File: src/hub_i2c_pkg.sv
package hub_i2c_pkg;

   // ----------------------------------------------------------------
   // timing
   // ----------------------------------------------------------------
   localparam int CLK_PERIOD_NS = 20;
   localparam int STRAP_WAIT_MS = 1;
   localparam int STRAP_WAIT_CYCLES = STRAP_WAIT_MS * 1000000 / CLK_PERIOD_NS;

   // ----------------------------------------------------------------
   // register offsets (8-bit register pointer space)
   // ----------------------------------------------------------------
   localparam logic [7:0] OFS_PRIMARY = 8'h00;
   localparam logic [7:0] OFS_GENERAL = 8'h02;
   localparam logic [7:0] OFS_PORT_SEL = 8'h4C;
   localparam logic [7:0] OFS_LINK_STATUS = 8'h4D;
   localparam logic [7:0] OFS_BACK_CHAN = 8'h58;
   localparam logic [7:0] OFS_ALIAS = 8'h5C;
   localparam logic [7:0] OFS_PORT0_ADDR = 8'hF8;
   localparam logic [7:0] OFS_PORT1_ADDR = 8'hF9;

   // ----------------------------------------------------------------
   // fields and reset values
   // ----------------------------------------------------------------
   localparam int GEN_PROXY_BIT = 5;
   localparam int BCC_PASS_BIT = 6;
   localparam int BCC_RATE_LSB = 0;
   localparam int BCC_RATE_MSB = 1;
   localparam int PORT_SEL_BIT = 0;
   localparam logic [1:0] RATE_STRAP = 2'h0;
   localparam logic [1:0] RATE_SLOW = 2'h1;
   localparam logic [1:0] RATE_FAST = 2'h2;
   localparam logic [7:0] RST_PRIMARY = 8'h60;
   localparam logic [7:0] RST_GENERAL = 8'h00;
   localparam logic [7:0] RST_PORT_SEL = 8'h00;
   localparam logic [7:0] RST_BACK_CHAN = 8'h00;
   localparam logic [7:0] RST_ALIAS = 8'h00;
   localparam logic [7:0] RST_PORT_ADDR = 8'h00;
   localparam logic [3:0] BITS_PER_BYTE = 4'h8;

   // ----------------------------------------------------------------
   // types
   // ----------------------------------------------------------------
   typedef enum logic [5:0] {
      ST_IDLE = 6'h01,
      ST_RECV = 6'h02,
      ST_ACK = 6'h04,
      ST_SEND = 6'h08,
      ST_MACK = 6'h10,
      ST_WAIT = 6'h20
   } state_type;

   // one byte handed to the side control channel
   typedef struct packed {
      logic port;
      logic start;
      logic read;
      logic [7:0] data;
   } fwd_req_type;

   // strap level index to 8-bit target address (7-bit shifted left)
   function automatic logic [7:0] strap_to_addr(input logic [2:0] idx);
      logic [6:0] a;
      a = 7'h30;
      case (idx)
         3'h0: a = 7'h30;
         3'h1: a = 7'h32;
         3'h2: a = 7'h34;
         3'h3: a = 7'h36;
         3'h4: a = 7'h38;
         3'h5: a = 7'h3A;
         3'h6: a = 7'h3C;
         3'h7: a = 7'h3D;
         default: a = 7'h30;
      endcase
      return {a, 1'b0};
   endfunction

endpackage

File: src/pin_sync.sv
`timescale 1ns/1ps
// two-stage synchroniser for pins from outside the clock domain
module pin_sync #(
   parameter int WIDTH = 1
) (
   input wire logic CLK,
   input wire logic SYS_RST,
   input wire logic CE,
   input wire logic [WIDTH-1:0] D,
   output logic [WIDTH-1:0] Q
);
   import hub_i2c_pkg::*;

   logic [WIDTH-1:0] meta;
   logic [WIDTH-1:0] next_meta;
   logic [WIDTH-1:0] next_q;

   // first stage feeds only the second stage
   always_comb begin
      next_meta = D;
      next_q = meta;
   end

   always_ff @(posedge CLK or posedge SYS_RST) begin
      if (SYS_RST) begin
         meta <= '0;
         Q <= '0;
      end else if (CE) begin
         meta <= next_meta;
         Q <= next_q;
      end
   end
endmodule

File: src/strap_sampler.sv
`timescale 1ns/1ps
// waits after power-down release, then latches the address strap
module strap_sampler #(
   parameter int WAIT_CYCLES = hub_i2c_pkg::STRAP_WAIT_CYCLES
) (
   input wire logic CLK,
   input wire logic SYS_RST,
   input wire logic CE,
   input wire logic RELEASE,
   input wire logic [2:0] STRAP_IDX,
   output logic LOAD,
   output logic [7:0] ADDR
);
   import hub_i2c_pkg::*;

   logic [31:0] count;
   logic done;
   logic [31:0] next_count;
   logic next_done;
   logic next_load;
   logic [7:0] next_addr;

   // counting restarts whenever the power-down pin drops again
   always_comb begin
      next_count = count;
      next_done = done;
      next_load = 1'b0;
      next_addr = ADDR;
      if (!RELEASE) begin
         next_count = '0;
         next_done = 1'b0;
      end else if (!done) begin
         if (count == 32'(WAIT_CYCLES - 1)) begin
            next_done = 1'b1;
            next_load = 1'b1;
            next_addr = strap_to_addr(STRAP_IDX);
         end else begin
            next_count = count + 32'h1;
         end
      end
   end

   always_ff @(posedge CLK or posedge SYS_RST) begin
      if (SYS_RST) begin
         count <= '0;
         done <= 1'b0;
         LOAD <= 1'b0;
         ADDR <= RST_PRIMARY;
      end else if (CE) begin
         count <= next_count;
         done <= next_done;
         LOAD <= next_load;
         ADDR <= next_addr;
      end
   end

   chk_strap_wait_time: assert property (@(posedge CLK) disable iff (SYS_RST)
      $rose(LOAD) |-> $past(count) == 32'(WAIT_CYCLES - 1) && $past(RELEASE))
      else $error("strap sampled before the release wait ended");
   chk_strap_addr_map: assert property (@(posedge CLK) disable iff (SYS_RST)
      $rose(LOAD) |-> ADDR == strap_to_addr($past(STRAP_IDX)))
      else $error("strap index mapped to wrong address");
endmodule

File: src/hub_i2c_control_port.sv
`timescale 1ns/1ps
// Behaviour
// - i2c target, standard to fast-plus, 1 MHz
// - combined write then repeated-start read accepted
// - never stretch clock for local registers
// - stretch clock until remote response returns
// - proxy controller runs only when 0x02[5] set
// - local register access plus traffic across link
// - back channel carries gpio and capabilities
// - rate from mode strap, per-port 0x58 override
// - two back-channel rates, 50 and 2.5 Mbps
// - sample address strap 1 ms after release
// - primary address kept in register 0x00
// - two per-port addresses reach port registers
// - per-port addresses also reach shared registers
// - per-port addresses at 0xF8 and 0xF9
// - strap index selects address 0x30 to 0x3D
// - forwarding only when 0x58 bit 6 set
module hub_i2c_control_port #(
   parameter int STRAP_WAIT = hub_i2c_pkg::STRAP_WAIT_CYCLES,
   parameter int GPIO_W = 4,
   parameter logic [7:0] CAPS = 8'h5A // arbitrary capability code
) (
   input wire logic CLK,
   input wire logic SYS_RST,
   input wire logic CE,
   input wire logic SCL_IN,
   output logic SCL_OUT,
   output logic SCL_OE,
   input wire logic SDA_IN,
   output logic SDA_OUT,
   output logic SDA_OE,
   input wire logic POWER_DOWN_RELEASE_PIN,
   input wire logic [2:0] ADDRESS_STRAP_PIN,
   input wire logic MODE_STRAP_PIN,
   input wire logic [1:0] PORT_LOCK,
   input wire logic [GPIO_W-1:0] GPIO_IN,
   output logic FWD_REQ,
   output hub_i2c_pkg::fwd_req_type FWD,
   input wire logic FWD_DONE,
   input wire logic FWD_ACK,
   input wire logic [7:0] FWD_RDATA,
   output logic [GPIO_W-1:0] BC_GPIO,
   output logic [7:0] BC_CAPS,
   output logic [1:0] BC_RATE_FAST,
   output logic PROXY_EN
);
   import hub_i2c_pkg::*;

   localparam int SW = 7 + GPIO_W;

   // ----------------------------------------------------------------
   // pin synchronisers and strap capture
   // ----------------------------------------------------------------
   logic [SW-1:0] pins;
   logic scl_s, sda_s, rel_s, mode_s;
   logic [2:0] idx_s;
   logic [GPIO_W-1:0] gpio_s;
   logic strap_load;
   logic [7:0] strap_addr;

   pin_sync #(.WIDTH(SW)) u_sync (
      .CLK(CLK),
      .SYS_RST(SYS_RST),
      .CE(CE),
      .D({GPIO_IN, ADDRESS_STRAP_PIN, MODE_STRAP_PIN,
          POWER_DOWN_RELEASE_PIN, SDA_IN, SCL_IN}),
      .Q(pins)
   );
   assign {gpio_s, idx_s, mode_s, rel_s, sda_s, scl_s} = pins;

   strap_sampler #(.WAIT_CYCLES(STRAP_WAIT)) u_strap (
      .CLK(CLK),
      .SYS_RST(SYS_RST),
      .CE(CE),
      .RELEASE(rel_s),
      .STRAP_IDX(idx_s),
      .LOAD(strap_load),
      .ADDR(strap_addr)
   );

   // ----------------------------------------------------------------
   // protocol and register state
   // ----------------------------------------------------------------
   state_type state, next_state;
   logic scl_q, sda_q;
   logic [3:0] cnt, next_cnt;
   logic [7:0] sh, next_sh, tx, next_tx, ptr, next_ptr;
   logic first, next_first, ptr_phase, next_ptr_phase;
   logic rd, next_rd, fwd, next_fwd, ack, next_ack;
   logic via_pp, next_via_pp, pp_idx, next_pp_idx;
   logic after_send, next_after_send;
   logic next_req;
   fwd_req_type next_fwd_data;
   logic [7:0] prim, next_prim, gen, next_gen, psel, next_psel;
   logic [7:0] bcc [2];
   logic [7:0] next_bcc [2];
   logic [7:0] alias_addr [2];
   logic [7:0] next_alias [2];
   logic [7:0] paddr [2];
   logic [7:0] next_paddr [2];
   logic rise, fall, start_det, stop_det;
   logic port_idx, sel_port;
   logic [7:0] rd_val;

   // compare a received address byte against an 8-bit form register
   function automatic logic addr_hit(input logic [7:0] b,
                                     input logic [7:0] r);
      return (r[7:1] != 7'h00) && (b[7:1] == r[7:1]);
   endfunction

   assign rise = scl_s && !scl_q;
   assign fall = !scl_s && scl_q;
   assign start_det = scl_s && scl_q && sda_q && !sda_s;
   assign stop_det = scl_s && scl_q && !sda_q && sda_s;
   assign sel_port = psel[PORT_SEL_BIT];
   // paged registers follow the per-port address when one was used
   assign port_idx = via_pp ? pp_idx : sel_port;

   // register read mux; unmapped offsets read zero
   always_comb begin
      rd_val = 8'h00;
      case (ptr)
         OFS_PRIMARY: rd_val = prim;
         OFS_GENERAL: rd_val = gen;
         OFS_PORT_SEL: rd_val = psel;
         OFS_LINK_STATUS: rd_val = {6'h00, PORT_LOCK};
         OFS_BACK_CHAN: rd_val = bcc[port_idx];
         OFS_ALIAS: rd_val = alias_addr[port_idx];
         OFS_PORT0_ADDR: rd_val = paddr[0];
         OFS_PORT1_ADDR: rd_val = paddr[1];
         default: rd_val = 8'h00;
      endcase
   end

   // byte-level target sequencer and register writes
   always_comb begin
      next_state = state;
      next_cnt = cnt;
      next_sh = sh;
      next_tx = tx;
      next_ptr = ptr;
      next_first = first;
      next_ptr_phase = ptr_phase;
      next_rd = rd;
      next_fwd = fwd;
      next_ack = ack;
      next_via_pp = via_pp;
      next_pp_idx = pp_idx;
      next_after_send = after_send;
      next_req = 1'b0;
      next_fwd_data = FWD;
      next_prim = prim;
      next_gen = gen;
      next_psel = psel;
      next_bcc = bcc;
      next_alias = alias_addr;
      next_paddr = paddr;
      if (strap_load) begin
         next_prim = strap_addr;
      end
      if (start_det) begin
         // repeated start keeps the pointer for combined reads
         next_state = ST_RECV;
         next_cnt = 4'h0;
         next_first = 1'b1;
      end else if (stop_det) begin
         next_state = ST_IDLE;
      end else begin
         unique case (state)
            ST_IDLE: begin
            end
            ST_RECV: begin
               if (rise) begin
                  next_sh = {sh[6:0], sda_s};
                  next_cnt = cnt + 4'h1;
               end else if (fall && cnt == BITS_PER_BYTE) begin
                  next_cnt = 4'h0;
                  next_ack = 1'b1;
                  if (first) begin
                     next_first = 1'b0;
                     next_rd = sh[0];
                     if (addr_hit(sh, prim) || addr_hit(sh, paddr[0])
                         || addr_hit(sh, paddr[1])) begin
                        next_fwd = 1'b0;
                        next_via_pp = !addr_hit(sh, prim);
                        next_pp_idx = addr_hit(sh, paddr[1]);
                        next_ptr_phase = 1'b1;
                        next_state = ST_ACK;
                     end else if (addr_hit(sh, alias_addr[sel_port])
                         && bcc[sel_port][BCC_PASS_BIT]
                         && PORT_LOCK[sel_port]) begin
                        next_fwd = 1'b1;
                        next_req = 1'b1;
                        next_fwd_data = '{sel_port, 1'b1, 1'b0, sh};
                        next_after_send = 1'b0;
                        next_state = ST_WAIT;
                     end else begin
                        next_state = ST_IDLE;
                     end
                  end else if (fwd) begin
                     next_req = 1'b1;
                     next_fwd_data = '{sel_port, 1'b0, 1'b0, sh};
                     next_after_send = 1'b0;
                     next_state = ST_WAIT;
                  end else begin
                     next_state = ST_ACK;
                     if (ptr_phase) begin
                        next_ptr_phase = 1'b0;
                        next_ptr = sh;
                     end else begin
                        next_ptr = ptr + 8'h01;
                        case (ptr)
                           OFS_PRIMARY: next_prim = sh;
                           OFS_GENERAL: next_gen = sh;
                           OFS_PORT_SEL: next_psel = sh;
                           OFS_BACK_CHAN: next_bcc[port_idx] = sh;
                           OFS_ALIAS: next_alias[port_idx] = sh;
                           OFS_PORT0_ADDR: next_paddr[0] = sh;
                           OFS_PORT1_ADDR: next_paddr[1] = sh;
                           default: ;
                        endcase
                     end
                  end
               end
            end
            ST_ACK, ST_MACK: begin
               if (state == ST_MACK && rise) begin
                  next_ack = !sda_s;
               end else if (fall) begin
                  next_cnt = 4'h0;
                  if (!ack) begin
                     next_state = ST_IDLE;
                  end else if (rd && fwd) begin
                     next_req = 1'b1;
                     next_fwd_data = '{sel_port, 1'b0, 1'b1, 8'h00};
                     next_after_send = 1'b1;
                     next_state = ST_WAIT;
                  end else if (rd) begin
                     next_tx = rd_val;
                     next_ptr = ptr + 8'h01;
                     next_state = ST_SEND;
                  end else begin
                     next_state = ST_RECV;
                  end
               end
            end
            ST_SEND: begin
               if (fall) begin
                  next_tx = {tx[6:0], 1'b1};
                  next_cnt = cnt + 4'h1;
                  if (cnt == BITS_PER_BYTE - 4'h1) begin
                     next_state = ST_MACK;
                  end
               end
            end
            ST_WAIT: begin
               // scl is held low here until the far end answers
               if (FWD_DONE) begin
                  next_ack = FWD_ACK;
                  next_tx = FWD_RDATA;
                  next_cnt = 4'h0;
                  next_state = after_send ? ST_SEND : ST_ACK;
               end
            end
         endcase
      end
   end

   always_ff @(posedge CLK or posedge SYS_RST) begin
      if (SYS_RST) begin
         state <= ST_IDLE;
         scl_q <= 1'b1;
         sda_q <= 1'b1;
         cnt <= 4'h0;
         sh <= 8'h00;
         tx <= 8'hFF;
         ptr <= 8'h00;
         first <= 1'b0;
         ptr_phase <= 1'b0;
         rd <= 1'b0;
         fwd <= 1'b0;
         ack <= 1'b0;
         via_pp <= 1'b0;
         pp_idx <= 1'b0;
         after_send <= 1'b0;
         FWD_REQ <= 1'b0;
         FWD <= '0;
         prim <= RST_PRIMARY;
         gen <= RST_GENERAL;
         psel <= RST_PORT_SEL;
         bcc <= '{RST_BACK_CHAN, RST_BACK_CHAN};
         alias_addr <= '{RST_ALIAS, RST_ALIAS};
         paddr <= '{RST_PORT_ADDR, RST_PORT_ADDR};
      end else if (CE) begin
         state <= next_state;
         scl_q <= scl_s;
         sda_q <= sda_s;
         cnt <= next_cnt;
         sh <= next_sh;
         tx <= next_tx;
         ptr <= next_ptr;
         first <= next_first;
         ptr_phase <= next_ptr_phase;
         rd <= next_rd;
         fwd <= next_fwd;
         ack <= next_ack;
         via_pp <= next_via_pp;
         pp_idx <= next_pp_idx;
         after_send <= next_after_send;
         FWD_REQ <= next_req;
         FWD <= next_fwd_data;
         prim <= next_prim;
         gen <= next_gen;
         psel <= next_psel;
         bcc <= next_bcc;
         alias_addr <= next_alias;
         paddr <= next_paddr;
      end
   end

   // open-drain pins only ever pull low
   assign SDA_OUT = 1'b0;
   assign SCL_OUT = 1'b0;
   assign SDA_OE = (state == ST_ACK && ack) || (state == ST_SEND && !tx[7]);
   assign SCL_OE = (state == ST_WAIT);
   assign PROXY_EN = gen[GEN_PROXY_BIT];

   // ----------------------------------------------------------------
   // back-channel side information
   // ----------------------------------------------------------------
   logic [GPIO_W-1:0] next_gpio;
   logic [7:0] next_caps;
   logic [1:0] next_rate;

   // strap gives the default rate, the per-port field overrides it
   always_comb begin
      next_gpio = gpio_s;
      next_caps = CAPS;
      for (int p = 0; p < 2; p++) begin
         unique case (bcc[p][BCC_RATE_MSB:BCC_RATE_LSB])
            RATE_FAST: next_rate[p] = 1'b1;
            RATE_SLOW: next_rate[p] = 1'b0;
            default: next_rate[p] = mode_s;
         endcase
      end
   end

   always_ff @(posedge CLK or posedge SYS_RST) begin
      if (SYS_RST) begin
         BC_GPIO <= '0;
         BC_CAPS <= 8'h00;
         BC_RATE_FAST <= 2'h0;
      end else if (CE) begin
         BC_GPIO <= next_gpio;
         BC_CAPS <= next_caps;
         BC_RATE_FAST <= next_rate;
      end
   end

   // ----------------------------------------------------------------
   // checks
   // ----------------------------------------------------------------
   chk_local_no_stretch: assert property (@(posedge CLK)
      disable iff (SYS_RST) SCL_OE |-> fwd)
      else $error("clock held low during a local access");
   chk_remote_stretch: assert property (@(posedge CLK)
      disable iff (SYS_RST)
      FWD_REQ |-> SCL_OE && state == ST_WAIT)
      else $error("clock released before remote answer");
   chk_proxy_enable: assert property (@(posedge CLK)
      disable iff (SYS_RST)
      $changed(PROXY_EN) && CE |-> $past(state) == ST_RECV
         && $past(ptr) == OFS_GENERAL)
      else $error("proxy enable changed without a write");
   chk_pass_through: assert property (@(posedge CLK)
      disable iff (SYS_RST)
      FWD_REQ |-> bcc[FWD.port][BCC_PASS_BIT])
      else $error("forwarded with pass-through clear");
   chk_nack_unmatched: assert property (@(posedge CLK)
      disable iff (SYS_RST)
      state == ST_RECV && first && fall && cnt == BITS_PER_BYTE && CE
      && !start_det && !stop_det && next_state == ST_IDLE
      |=> !SDA_OE [*2])
      else $error("unmatched address acknowledged");
   chk_rate_override: assert property (@(posedge CLK)
      disable iff (SYS_RST)
      CE && bcc[0][BCC_RATE_MSB:BCC_RATE_LSB] == RATE_SLOW
      |=> ##1 !BC_RATE_FAST[0] || !CE)
      else $error("rate override ignored");
   chk_open_drain: assert property (@(posedge CLK)
      disable iff (SYS_RST) !SDA_OUT && !SCL_OUT)
      else $error("pin driven high");
   chk_strap_to_primary: assert property (@(posedge CLK)
      disable iff (SYS_RST)
      strap_load && CE |=> prim == $past(strap_addr))
      else $error("primary address not stored");
endmodule

File: config.mk
export PLATFORM = sky130hd
export DESIGN_NAME = hub_i2c_control_port
export DESIGN_NICKNAME = d
export VERILOG_FILES = /design/src/hub_i2c_pkg.sv /design/src/pin_sync.sv /design/src/strap_sampler.sv /design/src/hub_i2c_control_port.sv
export SDC_FILE = /design/constraint.sdc
export NUM_CORES = 1
export LEC_CHECK = 0
export BUFFER_PORTS_ARGS = -buffer_cell sky130_fd_sc_hd__buf_2
export CAP_MARGIN = 20
export CORE_MARGIN = 4
export CORE_UTILIZATION = 60
export CTS_CLUSTER_DIAMETER = 80
export DETAILED_ROUTE_END_ITERATION = 7
export MAX_ROUTING_LAYER = met4
export PLACE_DENSITY_LB_ADDON = 0.15
export SYNTH_ARGS = -nofsm -noshare
export SYNTH_HDL_FRONTEND = slang
export SYNTH_SLANG_ARGS = --single-unit
File: constraint.sdc
create_clock -name CLK -period 16.5 [get_ports CLK]
set_clock_uncertainty 0.05 [all_clocks]
set_input_delay 2.475 -clock CLK [delete_from_list [all_inputs] [get_ports CLK]]
set_output_delay 2.475 -clock CLK [all_outputs]
set_load 0.005 [all_outputs]
==> out/qor.yml, run 1 <==
outcome:
  outcome: "completed"
synthesis:
  netlist_area_um2: 10100
  synth-seq-area-share_pct: 48.4
  yosys.area.top_type_share_pct: 45.0
  synth_cell_types: 73
  yosys.area.top_type: "dfrtp_1"
  ys_ff_latch: 194
  yosys_most_used_dff: "dfrtp_1"
  synthTopCellsByArea: "dfrtp_1 45%, mux2_2 11%, dfstp_2 3.4%"
  postSynthCellCount: 930
  synth_edf_count: 0
  syn-mean-instance-area_um2: 10.8
  yosys_warnings: 0
  synth-async-reset-ratio_pct: 100
placement:
  dpl_cell_area_um2: 10400
  dp_cells: 1149
  numPortBuffers: 50
  hpwl_um: 15300
  dp_slack_ns: 11.75
  routabilityCongestion: 0.913
worst_setup_path:
  crit_path_max_fanout: 12
  r2r_slack_ns: 13.15
  crit_path_top_delay_cell: "dfrtp_1"
  end_kind: "output pin"
  cp_cell_sequence: "nor4_1 -> nand3_1 -> inv_1 -> buf_2"
  path_class: "reg2out"
  cp.arrival_ns: 2.23
  cp.required_ns: 13.98
  slowest_delay_ns: 0.50
  cp-start-kind: "register"
routing:
  wirelength_um: 23500
  vias_per_cell: 6.29
  firstDrtPassIters: 5
  drt_iter0_drc: 740
  ant_nets: 0
  avgRoutedWirePerCell_um: 19.8
  route.detailed.drc: 0
  vias: 7445
sta:
  holdWs_ns: 0.433
  final-max-slew-violation-count: 0
  max_freq_mhz: 210
  fin_crit_sh_pct: 28.8
  rsz0062_at_grt: "no"
  tightest_slew_ns: 1.10
  min_period_ns: 4.76
  relSlewSlack_pct: 26.4
  finalSetupTns_ns: 0
  final_hold_viol_count: 0
  setup_slack_ns: 11.74
  finalSetupViolCount: 0
final_layout:
  finalInstanceArea_um2: 11000
  insertedDiodeCount: 0
  final_layout_size_suffix_gt1_share_pct: 24.4
  fin_cells: 1183
  final_util_pct: 66.4
  finalNetCount: 985
  syn2layout_area_growth_pct: 9.00
  final_common_cell: "dfrtp_1"
  final_cell_mix: "181 x dfrtp_1, 101 x mux2_2, 61 x nand2_1"
power:
  p_leak_nw: 4.90
  powerDensity_nw_per_um2: 99.6
  power_mw: 1.09
  ir_drop_mv: 0.0762
clock_tree:
  path_clk_slew_ns: 0.07
  cts_tree: "yes"
  ctsResizeCount: 0
  cts_made_buffers: 17
  ctsHoldBuffers: 0
  cts.sinks: 194
  cts_setup_buffers: 0
  worst_skew_pair.late_latency_ns: 0.44
  htreeDepth: 4
  root_buffer: "clkbuf_16"
  clockBufferDepth: 2
global_routing:
  grt_pass1_wl_um: 37900
  grt_max_degree: 120
  antenna_found_initial: 0
  grt_pass1_vias: 7049
  gr-total-overflow: 0
  grt.total_usage_pct: 26.6
die:
  core_um2: 16500
  die_area_um2: 18900
  start_util_pct: 60.9
  die_w_um: 138
  rows: 47
  die_h_um: 138
  io_pins: 57
hold_path:
  min_path_type: "reg2reg"
run:
  max_cap_viol_count: 0
[critical path: cells and delay by family (launching register included)]
kind	cells	cell delay (ns)
flip-flops	1	0.50
buffers and inverters	2	0.63
AND/OR/NAND/NOR	2	0.68
[final timing paths]
path	startpoint	end	cells after the start
setup / recovery	state[2]$_DFFE_PP0P_	SCL_OE	4
hold / removal	u_sync.meta[2]$_DFFE_PP0P_	u_sync.Q[2]$_DFFE_PP0P_	2
setup reg to reg	psel[0]$_DFFE_PP0P_	FWD[1]$_DFFE_PP0P_	7
hold reg to reg	u_sync.meta[2]$_DFFE_PP0P_	u_sync.Q[2]$_DFFE_PP0P_	2
max in group asynchronous	SYS_RST	alias_addr[9]$_DFFE_PP0P_	3
min in group asynchronous	SYS_RST	cnt[0]$_DFFE_PP0P_	2
[metal layers]
| metal | track usage [%] | vias to the layer above | wire length, um |
|---|---|---|---|
| met3 | 5.26 | 32 | 1330 |
| met4 | 6.60 | 0 | 357 |
| met1 | 39.3 | 3755 | 11200 |
| met5 | - | - | 0 |
| met2 | 38.1 | 221 | 10600 |
| li1 | - | 3437 | - |
[registers in the layout, summed over array words and instances, names as in the netlist, 2 cells and up]
register and flops:
prim 8, u_strap.ADDR 4, tx 8, state 6, cnt 4, u_sync.Q 11, paddr 16, sh 8
gen 8, FWD 10, psel 8, u_strap.count 32, BC_GPIO 4, bcc 16, alias_addr 16, ptr 8
u_sync.meta 11, BC_RATE_FAST 2
[cells in the mapped netlist, types with 4 or more instances]
master and instances:
mux4_2 6, and2_1 7, a221o_1 5, ha_1 9, o22ai_1 10, dfrtp_1 181
nor2_4 4, a21oi_1 39, nor4_1 19, clkbuf_1 34, nor2_1 57, nand4_1 13
xnor2_1 30, dfstp_2 13, mux2_2 101, nor2b_1 6, nand3_1 29, buf_2 16
nand2b_1 7, or3_1 9, inv_1 26, nor3_1 19, o21ai_0 43, a211o_1 5
buf_4 10, nand2_1 61, and3_1 14, a222oi_1 8, a31oi_1 12, xor2_1 15
a22o_1 18, mux2i_1 22, a22oi_1 15
[cells by family (layout without fill, tap and decap cells)]
| logic type | Yosys count | count (layout) | synth area share, % |
|---|---|---|---|
| AND/OR/NAND/NOR | 275 | 275 | 14.8 |
| flip-flops | 194 | 194 | 48.4 |
| AO/OA/AOI/OAI | 186 | 186 | 12.6 |
| multiplexers | 132 | 132 | 15.3 |
| buffers and inverters | 88 | 116 | 3.85 |
| XOR/XNOR | 45 | 45 | 3.91 |
| adder cells (fa/ha/maj) | 9 | 9 | 1.12 |
| other | 1 | 6 | 0.0372 |
[final cells by class]
| type | count | area, um^2 |
|---|---|---|
| multi-input cells | 653 | 4830 |
| inverters | 27 | 109 |
| well taps | 220 | 275 |
| clock inverters | 14 | 146 |
| clock buffers | 18 | 439 |
| flip-flops and latches | 194 | 4870 |
| repair buffers | 57 | 305 |
| fillers | 1316 | 5550 |
[report_power, final]
group / switching, mW / internal, mW
registers: 0.0350 / 0.509
logic: 0.0787 / 0.0580
clock network: 0.196 / 0.218
total: 0.309 / 0.784
(Power assumes the default switching activity.)
==> inputs of run 2 (changes only) <==
--- a/config.mk
+++ b/config.mk
@@ -8,7 +8,7 @@
 export BUFFER_PORTS_ARGS = -buffer_cell sky130_fd_sc_hd__buf_2
 export CAP_MARGIN = 20
 export CORE_MARGIN = 4
-export CORE_UTILIZATION = 60
+export CORE_UTILIZATION = 56
 export CTS_CLUSTER_DIAMETER = 80
 export DETAILED_ROUTE_END_ITERATION = 7
 export MAX_ROUTING_LAYER = met4
==> constraint.sdc (replaced) <==
create_clock -name CLK -period 4 [get_ports CLK]
set_clock_uncertainty 0.05 [all_clocks]
set_input_delay 0.6 -clock CLK [delete_from_list [all_inputs] [get_ports CLK]]
set_output_delay 0.6 -clock CLK [all_outputs]
set_load 0.005 [all_outputs]
==> run 2 against run 1 <==
Die area increased by 6.7%. Critical path depth increased by 3. Cell area increased by 0.68%. Combinational power increased to 4.2 times the previous value. Power increased to 4.1 times the previous value. Sequential power increased to 4.1 times the previous value. First-iteration DRC count decreased by 7.2%. Worst hold slack got worse by 0.28 ns. Clock power increased to 4.0 times the previous value. Setup slack got worse by 11 ns. Global-route usage decreased by 1.5 points. Core utilization decreased by 3.2 points. Largest cell class unchanged.
==> out/qor.yml, run 2 (synthesized netlist as in run 1, its figures left out) <==
worst_setup_path:
  rr_startpoint: "psel[0]$_DFFE_PP0P_"
  crit_path_top_delay_cell: "dfrtp_1"
  r2r_end: "FWD[5]$_DFFE_PP0P_"
  cp-start-kind: "register"
  end_kind: "register"
  path_class: "reg2reg"
  r2r_slack_ns: 0.93  # -12.22 ns
  cp_cell_sequence: "mux2i_1 -> xor2_1 -> nand4_1 -> nor3_1 -> a21oi_1 -> nor3_2 -> a22o_1"
  cp.arrival_ns: 3.40  # +1.17 ns
  r2r_cells: 7  # unchanged
  slowest_delay_ns: 0.74  # +0.24 ns
  cp.required_ns: 4.32  # -9.66 ns
  crit_path_max_fanout: 14  # +2
routing:
  vias_per_cell: 6.27  # -0.40%
  route.detailed.drc: 0  # unchanged
  firstDrtPassIters: 5  # unchanged
  wirelength_um: 23700  # +1.2%
  avgRoutedWirePerCell_um: 19.8  # about the same
  ant_nets: 0  # unchanged
  drt_iter0_drc: 687  # -7.2%
  vias: 7509  # +0.86%
global_routing:
  grt_pass1_vias: 7199  # +2.1%
  antenna_found_initial: 0  # unchanged
  grt.total_usage_pct: 25.1  # -1.5 points
  grt_util_met1_pct: 36.6  # -2.7 points
  grt_max_degree: 57  # -53%
  use_met2_pct: 36.0  # -2.0 points
  grt_pass1_wl_um: 38900  # +2.5%
  busiest_layer: "met1"
  gr-total-overflow: 0  # unchanged
  grt.met3_usage_pct: 4.64  # -0.62 points
die:
  die_w_um: 142  # +3.3%
  io_pins: 57  # unchanged
  core_um2: 17500  # +5.8%
  start_util_pct: 57.6  # -3.3 points
  die_area_um2: 20200  # +6.7%
  rows: 48  # +2.1%
  die_h_um: 142  # +3.3%
placement:
  dp_cells: 1165  # +1.4%
  dp_slack_ns: 0.918  # -10.83 ns
  numPortBuffers: 50  # unchanged
  routabilityCongestion: 0.910  # -0.41%
  hpwl_um: 16400  # +7.1%
sta:
  rsz0062_at_grt: "no"
  finalSetupViolCount: 0  # unchanged
  max_freq_mhz: 325
  holdWs_ns: 0.152  # -0.281 ns
  setup_slack_ns: 0.927  # -10.81 ns
  final_hold_viol_count: 0  # unchanged
  final-max-slew-violation-count: 0  # unchanged
  tightest_slew_ns: 0.917  # -0.185 ns
  finalSetupTns_ns: 0  # unchanged
  relSlewSlack_pct: 38.7  # +12 points
  min_period_ns: 3.07
  fin_crit_sh_pct: 76.8
power:
  power_mw: 4.47  # +310%
  power.net_switching_mw: 1.24  # +300%
  powerDensity_nw_per_um2: 404  # +310%
  seqPwrFrac_pct: 50.1  # +0.4 points
  comb_power_share_pct: 13.0  # +0.5 points
  p_leak_nw: 4.93  # +0.53%
  ir_drop_mv: 0.300  # +290%
  clockPowerShare_pct: 37.0  # -0.8 points
  swShare_pct: 27.7  # -0.57 points
  cellInternalPower_mw: 3.23  # +310%
clock_tree:
  cts_made_buffers: 17  # unchanged
  worst_skew_pair.late_latency_ns: 0.44  # about the same
  ctsResizeCount: 0  # unchanged
  clockBufferDepth: 2  # unchanged
  root_buffer: "clkbuf_16"
  ctsHoldBuffers: 0  # unchanged
  path_clk_slew_ns: 0.07  # about the same
  htreeDepth: 4  # unchanged
  cts.sinks: 194  # unchanged
  cts_setup_buffers: 0  # unchanged
  cts_tree: "yes"
final_layout:
  finalNetCount: 995  # +1.0%
  final_common_cell: "dfrtp_1"
  final_layout_size_suffix_gt1_share_pct: 25.1  # +0.67 points
  largest_reg_flops: 32  # unchanged
  insertedDiodeCount: 0  # unchanged
  fin_cells: 1198  # +1.3%
  syn2layout_area_growth_pct: 9.74
  final_cell_mix: "181 x dfrtp_1, 101 x mux2_2, 61 x nand2_1"
  top_register: "u_strap.count"
outcome:
  outcome: "completed"
hold_path:
  min_path_type: "in2async"
run:
  max_cap_viol_count: 0  # unchanged
-- run 2: power groups by stage --
stage	registers [mW]	logic (mW)	clock network, mW
6_report	2.24	0.579	1.65
3_3_place_gp	2.27	0.568	0
3_5_place_dp	2.27	0.576	0
2_1_floorplan	2.22	0.452	0
5_1_grt	2.25	0.645	1.77
4_1_cts	2.23	0.580	1.69
-- run 2: worst max-delay path by stage --
stage | slack (ns) | endpoint | cells after the start | startpoint
after CTS | 0.94 | FWD[5]$_DFFE_PP0P_ | 7 | psel[0]$_DFFE_PP0P_
final | 0.93 | FWD[5]$_DFFE_PP0P_ | 7 | psel[0]$_DFFE_PP0P_
after global placement | 0.96 | prim[7]$_DFFE_PP0P_ | 6 | state[2]$_DFFE_PP0P_
after floorplan | 0.86 | BC_CAPS[1]$_DFFE_PP0P_ | 1 | SYS_RST
after global routing | 0.68 | FWD[1]$_DFFE_PP0P_ | 7 | psel[0]$_DFFE_PP0P_
after detailed placement | 0.92 | FWD[1]$_DFFE_PP0P_ | 7 | psel[0]$_DFFE_PP0P_
-- run 2: stage by stage --
step           instance area, um^2  util (%)
2_1_floorplan                10100         -
3_3_place_gp                 10500      60.0
3_5_place_dp                 10500      60.0
4_1_cts                      11000      63.2
5_1_grt                      11100      63.2
6_report                     11100      63.2
-- run 2: layout make-up --
type | instances | area, um^2
Sequential cell | 194 | 4870
Tap cell | 225 | 282
Timing Repair Buffer | 67 | 400
Clock inverter | 12 | 123
Multi-Input combinational cell | 653 | 4830
Fill cell | 1414 | 6420
Inverter | 27 | 105
Clock buffer | 20 | 437
-- run 2: worst max-delay path: cells and delay by family, from the launching register on --
| family | cells | cell delay (ns) |
|---|---|---|
| XOR/XNOR | 1 | 0.18 |
| AND/OR/NAND/NOR | 3 | 1.26 |
| multiplexers | 1 | 0.29 |
| AO/OA/AOI/OAI | 2 | 0.49 |
| flip-flops | 1 | 0.74 |
-- run 2: layer usage --
| metal | share of wire, % | wire [um] | vias to the layer above |
|---|---|---|---|
| met3 | 6.8 | 1600 | 45 |
| met4 | 1.9 | 453 | 0 |
| met1 | 47 | 11200 | 3742 |
| met2 | 44 | 10500 | 265 |
| li1 | - | - | 3457 |
| met5 | 0 | 0 | - |
